==> src/core/irq_flag_defines.vh <==
// Register offsets, field positions and reset values of the request flag block.
// Assumes inclusion by bare name from the design file.
`ifndef IRQ_FLAG_DEFINES_VH
`define IRQ_FLAG_DEFINES_VH
`define ADDR_PERIPH_FLAGS 4'h0
`define ADDR_WAKEUP_FLAGS 4'h1
`define ADDR_WAKEUP_EDGE 4'h2
`define ADDR_PERIPH_ENABLE 4'h3
`define ADDR_EXT_FLAGS 4'h4
`define ADDR_EXT_ENABLE 4'h5
`define BIT_DT 7
`define BIT_AD 6
`define BIT_TFH 3
`define BIT_TFL 2
`define BIT_EC 0
`define PERIPH_IMPL_MASK 8'hcd
`define EXT_IMPL_MASK 8'h07
`define RST_FLAGS 8'h00
`define RST_EDGE 8'h00
`define RST_ENABLE 8'h00
`endif

==> src/core/irq_flag_and_wakeup_edge_logic.v <==
// Request flag registers for peripheral, wakeup and edge-sensed pin interrupts.
// Assumes peripheral event inputs are one-cycle pulses synchronous to mclk.
//
// Overview of operation
// - Flags stay set after acceptance, clear only by software, reset to zero.
// - Writing zero clears a flag; writing one leaves it unchanged.
// - Bit 7 sets on sleep direct transfer while direct transfer enable is one.
// - Bit 6 sets when conversion completes and start/busy falls to zero.
// - Bit 3 sets on high byte match (8-bit) or 16-bit match.
// - Bit 2 sets on low byte match in 8-bit timer mode.
// - Bit 0 sets on high overflow (16-bit) or either overflow (8-bit).
// - Wakeup flag n sets when pin n is a wakeup input and shows its edge.
// - Edge select bit zero picks falling edge, one picks rising edge.
// - Edge select register is read/write and resets to all zeros.
// - Eleven external sources: eight wakeup, two request pins, one counter pin.
// - Peripheral enable bits gate flags 7, 6, 3, 2, 0; reset to zero.
// - All requests are masked while the processor mask bit is one.
//
// The plain strobed port and the register addresses were decided locally.
`timescale 1ns/100ps
`include "irq_flag_defines.vh"
module irq_flag_and_wakeup_edge_logic (
   // Clock, reset, enable
   input wire mclk,
   input wire rst,
   input wire ce,
   // Register port
   input wire [3:0] addr,
   input wire [7:0] wdata,
   input wire wr,
   input wire rd,
   output reg [7:0] rdata,
   // Peripheral events
   input wire direct_transfer_on,
   input wire sleep_direct_transfer,
   input wire converter_start_busy,
   input wire timer_16bit_mode,
   input wire high_byte_match,
   input wire low_byte_match,
   input wire word_match,
   input wire counter_16bit_mode,
   input wire event_count_high_ovf,
   input wire event_count_low_ovf,
   // External pins
   input wire [7:0] wakeup_pin_n,
   input wire [7:0] wakeup_pin_select,
   input wire [1:0] irq_pin_n,
   input wire [1:0] irq_pin_select,
   input wire [1:0] irq_edge_rising,
   input wire event_counter_irq_pin,
   input wire event_counter_irq_rising,
   input wire wakeup_enable,
   // Core side
   input wire condition_register_mask,
   output reg irq_request
);
   reg [7:0] periph_q, periph_d;
   reg [7:0] wake_q, wake_d;
   reg [7:0] edge_q;
   reg [7:0] pen_q;
   reg [2:0] ext_q, ext_d;
   reg [2:0] xen_q;
   reg busy_q;
   reg [10:0] sync1_q, sync2_q, last_q;
   reg [7:0] periph_set;
   reg [7:0] wake_set;
   reg [2:0] ext_set;
   wire [10:0] pins;
   wire [10:0] rise;
   wire [10:0] fall;
   wire wake_wr, periph_wr, ext_wr;

   // Edge pick: sel one means rising
   function edge_hit;
      input r;
      input f;
      input sel;
      begin
         edge_hit = sel ? r : f;
      end
   endfunction

   // Eleven external inputs, synchronised in two stages
   assign pins = {event_counter_irq_pin, irq_pin_n, wakeup_pin_n};
   assign rise = sync2_q & ~last_q;
   assign fall = ~sync2_q & last_q;
   assign periph_wr = ce & wr & (addr == `ADDR_PERIPH_FLAGS);
   assign wake_wr = ce & wr & (addr == `ADDR_WAKEUP_FLAGS);
   assign ext_wr = ce & wr & (addr == `ADDR_EXT_FLAGS);

   always @(posedge mclk) begin
      if (rst) begin
         // Preload with pin levels so release of reset shows no false edge
         sync1_q <= pins;
         sync2_q <= pins;
         last_q <= pins;
      end else if (ce) begin
         sync1_q <= pins;
         sync2_q <= sync1_q;
         last_q <= sync2_q;
      end
   end

   integer i;
   always @* begin
      periph_set = 8'h00;
      periph_set[`BIT_DT] = sleep_direct_transfer & direct_transfer_on;
      periph_set[`BIT_AD] = busy_q & ~converter_start_busy;
      periph_set[`BIT_TFH] = timer_16bit_mode ? word_match : high_byte_match;
      periph_set[`BIT_TFL] = ~timer_16bit_mode & low_byte_match;
      periph_set[`BIT_EC] = event_count_high_ovf |
         (~counter_16bit_mode & event_count_low_ovf);
      for (i = 0; i < 8; i = i + 1)
         wake_set[i] = wakeup_pin_select[i] &
            edge_hit(rise[i], fall[i], edge_q[i]);
      ext_set[0] = irq_pin_select[0] & edge_hit(rise[8], fall[8], irq_edge_rising[0]);
      ext_set[1] = irq_pin_select[1] & edge_hit(rise[9], fall[9], irq_edge_rising[1]);
      ext_set[2] = edge_hit(rise[10], fall[10], event_counter_irq_rising);
      // Zero write clears, one keeps, set wins
      periph_d = (periph_wr ? (periph_q & wdata) : periph_q) | periph_set;
      periph_d = periph_d & `PERIPH_IMPL_MASK;
      wake_d = (wake_wr ? (wake_q & wdata) : wake_q) | wake_set;
      ext_d = (ext_wr ? (ext_q & wdata[2:0]) : ext_q) | ext_set;
   end

   always @(posedge mclk) begin
      if (rst) begin
         periph_q <= `RST_FLAGS;
         wake_q <= `RST_FLAGS;
         ext_q <= 3'h0;
         edge_q <= `RST_EDGE;
         pen_q <= `RST_ENABLE;
         xen_q <= 3'h0;
         busy_q <= 1'b0;
         rdata <= 8'h00;
         irq_request <= 1'b0;
      end else if (ce) begin
         busy_q <= converter_start_busy;
         periph_q <= periph_d;
         wake_q <= wake_d;
         ext_q <= ext_d;
         if (wr && addr == `ADDR_WAKEUP_EDGE)
            edge_q <= wdata;
         if (wr && addr == `ADDR_PERIPH_ENABLE)
            pen_q <= wdata & `PERIPH_IMPL_MASK;
         if (wr && addr == `ADDR_EXT_ENABLE)
            xen_q <= wdata[2:0];
         rdata <= 8'h00;
         if (rd) begin
            case (addr)
               `ADDR_PERIPH_FLAGS: rdata <= periph_q;
               `ADDR_WAKEUP_FLAGS: rdata <= wake_q;
               `ADDR_WAKEUP_EDGE: rdata <= edge_q;
               `ADDR_PERIPH_ENABLE: rdata <= pen_q;
               `ADDR_EXT_FLAGS: rdata <= {5'h00, ext_q};
               `ADDR_EXT_ENABLE: rdata <= {5'h00, xen_q};
               default: rdata <= 8'h00;
            endcase
         end
         // Gated request toward the core
         irq_request <= ~condition_register_mask &
            ((|(periph_q & pen_q)) | (wakeup_enable & (|wake_q)) | (|(ext_q & xen_q)));
      end
   end
endmodule // irq_flag_and_wakeup_edge_logic

==> config.mk <==
export PLATFORM = sky130hd
export DESIGN_NAME = irq_flag_and_wakeup_edge_logic
export DESIGN_NICKNAME = d
export VERILOG_FILES = /design/src/core/irq_flag_and_wakeup_edge_logic.v
export VERILOG_INCLUDE_DIRS = /design/src /design/src/core
export SDC_FILE = /design/constraint.sdc
export NUM_CORES = 1
export LEC_CHECK = 0
export ABC_AREA = 1
export ABC_CLOCK_PERIOD_IN_PS = 1860
export BUFFER_PORTS_ARGS = -buffer_cell sky130_fd_sc_hd__clkbuf_2
export CAP_MARGIN = 20
export CORE_MARGIN = 2
export CORE_UTILIZATION = 50
export CTS_BUF_LIST = sky130_fd_sc_hd__clkbuf_4 sky130_fd_sc_hd__clkbuf_8
export CTS_CLUSTER_SIZE = 28
export DETAILED_ROUTE_END_ITERATION = 8
export HOLD_SLACK_MARGIN = 0.02
export PLACE_DENSITY = 0.73
export SLEW_MARGIN = 20
export SYNTH_ARGS = -nofsm -noshare
export SYNTH_HDL_FRONTEND = slang
export SYNTH_SLANG_ARGS = --single-unit
==> constraint.sdc <==
create_clock -name mclk -period 1.86 [get_ports mclk]
set_clock_uncertainty 0.15 [all_clocks]
set_input_delay 0.279 -clock mclk [delete_from_list [all_inputs] [get_ports mclk]]
set_output_delay 0.279 -clock mclk [all_outputs]
set_load 0.02 [all_outputs]
==> out/qor.csv <==
metric,value,unit
p_sw_share,25.2,%
cts_htree_levels,3,
multi_input_area,1280,µm²
wl_per_cell,14.1,µm
ir_drop,0.493,mV
antenna_found_initial,0,
setup-violations-final,0,
antenna_cells,0,
start_kind,register,
clock.fmax,784,MHz
area_delta_synth_final,21.5,%
design_area,4040,µm²
topRoutingLayerUsed,met4,
clock_latency,0.34,ns
critPathTopFamily,flip-flops,
path_buf_inv,1,
cp-end-kind,output pin,
comb_power_share,10.4,%
synth_warnings,0,
hold_viol,0,
slowest_delay,0.34,ns
die_h,85.5,µm
cts_setup_buffers,0,
dieArea,7310,µm²
place_ws,0.289,ns
reg2reg_depth,6,
globalplace.congestion,0.953,
tns,0,ns
syn_nets,454,
start_util,52.0,%
p_leak,1.76,nW
rsz0062_at_grt,no,
place_area,3760,µm²
clk_pin_slew,0.07,ns
fin_crit,1.28,ns
slew_headroom,67.4,%
drive_above_1_share,19.6,%
drt-met1-wl,3.70,mm
cp.depth,1,
io_pins,62,
p_switching,836,µW
synth-seq-cells,75,
grt.total_usage,23.4,%
port_buffers,61,
root_buffer,clkbuf_8,
internal-power,2.49,mW
synth_area_leaders,"edfxtp_1, dfxtp_1, nand2_1, o21ai_0, a21oi_1",
hold_path_depth,3,
first_iter_violations,195,
cts_tree,built,
sequentialPowerShare,56.4,%
seq_area,1830,µm²
first_pass_iters,5,
yosysTopAreaCell,edfxtp_1,
finalWirelength,7.98,mm
fin_ws,0.585,ns
grt_pass1_wl,13.2,mm
max_slew.worst_pin.slew,0.488,ns
clockBufferDepth,2,
finalCritPeriodShare,68.6,%
netlist_instances,401,
crit_type,register to output pin,
die_w,85.5,µm
grt_overflow,0,
p_clk_share,33.3,%
synthesis.area,3320,µm²
critical_path_required,1.43,ns
numCtsBuffers,9,
postRouteAntennaNets,0,
vias,3017,
maxCapViolCount,0,
clock-sinks,75,
fillers,541,
dpl.hpwl,5.73,mm
synth_area_per_cell,8.28,µm²
dr_wl_met3,521,µm
critical_path_arrival,0.85,ns
synth_cell_types,22,
wl_met2,3.60,mm
final_max_slew_viol_count,0,
core,6390,µm²
p_per_area,823,nW/µm²
outcome,completed,
hp-class,input port to register,
drc_errors,0,
crit_chain,clkbuf_2,
fin_nets,537,
grt_max_degree,34,
viasPerCell,5.33,
synth_top_area_share,29.8,%
grt_pass1_vias,2844,
cpMaxStageDelayCell,dfxtp_1,
synth_seq_area_share,55.1,%
crit_fanout,2,
fp-row-count,29,
metrics by stage:
stage	cells	hold WS, ns	util (%)	total power [mW]
finish	566	0.0440	63.2	3.32
global route	566	0.0393	63.2	3.45
CTS	566	0.0333	63.2	3.34
detailed placement	539	0.292	58.9	2.24
global placement	539	0.285	58.9	2.22
floorplan	401	0.228	-	2.08
cell usage after synthesis:
library cell and count:
o211ai_1 1, dfxtp_1 42, buf_4 1, inv_2 1, a21oi_1 36, nand2_1 107, nand3_1 33, a21o_1 2
nor2_2 4, clkinv_1 1, buf_2 1, o21ai_0 67, nand4_1 7, clkbuf_1 7, buf_6 1, inv_1 40
nor2_1 9, a211oi_2 1, nand3_2 3, nor2_4 2, o21ai_1 2, edfxtp_1 33
area by class of cell:
cell class	count	share of cell area [%]
Clock buffer	12	3.63
Tap cell	77	2.39
Sequential cell	75	45.4
Clock inverter	4	0.496
Multi-Input combinational cell	274	31.8
Inverter	42	3.90
Timing Repair Buffer	82	12.5
routing by layer:
metal / GRT usage [%] / vias up
met4: 10.8 / 0
li1: - / 1525
met1: 32.6 / 1373
met3: 4.23 / 13
met2: 35.7 / 106
met5: 0 / -
what timing repair did:
item / 4_1_cts / 5_1_grt
endpoints found under the hold margin: 11 / 0
gates resized for setup: 0 / 0
hold buffers: 11 / 0
power groups by stage:
stage / clock network, mW / registers, mW / logic, mW
CTS: 1.12 / 1.87 / 0.345
global placement: 0 / 1.91 / 0.317
floorplan: 0 / 1.90 / 0.182
global route: 1.18 / 1.89 / 0.393
detailed placement: 0 / 1.91 / 0.326
finish: 1.11 / 1.87 / 0.344
worst paths after layout:
check / start / end / slack, ns
worst max-delay path: rdata[7] / rdata[7] / 0.58
worst min-delay path: wakeup_pin_select[7] / wake_q[7] / 0.04
worst max register to register: periph_q[3] / irq_request / 0.71
worst min register to register: rdata[0] / rdata[0] / 0.30
logic make-up (layout without fill, tap and decap cells):
logic type,after synthesis,count (layout),synth area share [%]
DFF,75,75,55.1
and+or+nand+nor,165,165,21.7
AOI/OAI and AO/OA,109,109,16.9
buffers and inverters,52,140,6.25
registers in the layout, indices dropped and copies added (netlist names):
name,cells
last_q,11
sync1_q,11
sync2_q,11
edge_q,8
rdata,8
wake_q,8
pen_q,5
periph_q,5
ext_q,3
xen_q,3
busy_q,1
irq_request,1
worst register-to-register path: cells and delay by family (launching register included):
kind	cells	cell delay (ns)
DFF	1	0.35
and+or+nand+nor	6	0.55
cells in the final DEF, fill, tap and decap left out:
master,n
nand2_1,107
o21ai_0,67
clkbuf_2,61
dfxtp_1,42
inv_1,40
a21oi_1,36
nand3_1,33
edfxtp_1,33
dlygate4sd3_1,11
nor2_1,9
clkbuf_8,9
buf_4,9
nand4_1,7
nor2_2,4
clkinv_1,3
nand3_2,3
clkbuf_4,3
nor2_4,2
o21ai_1,2
a21o_1,2
a211oi_2,1
inv_2,1
o211ai_1,1
clkinvlp_4,1
clkinv_2,1
buf_12,1
Note: power is estimated with default switching activity, not from simulation.
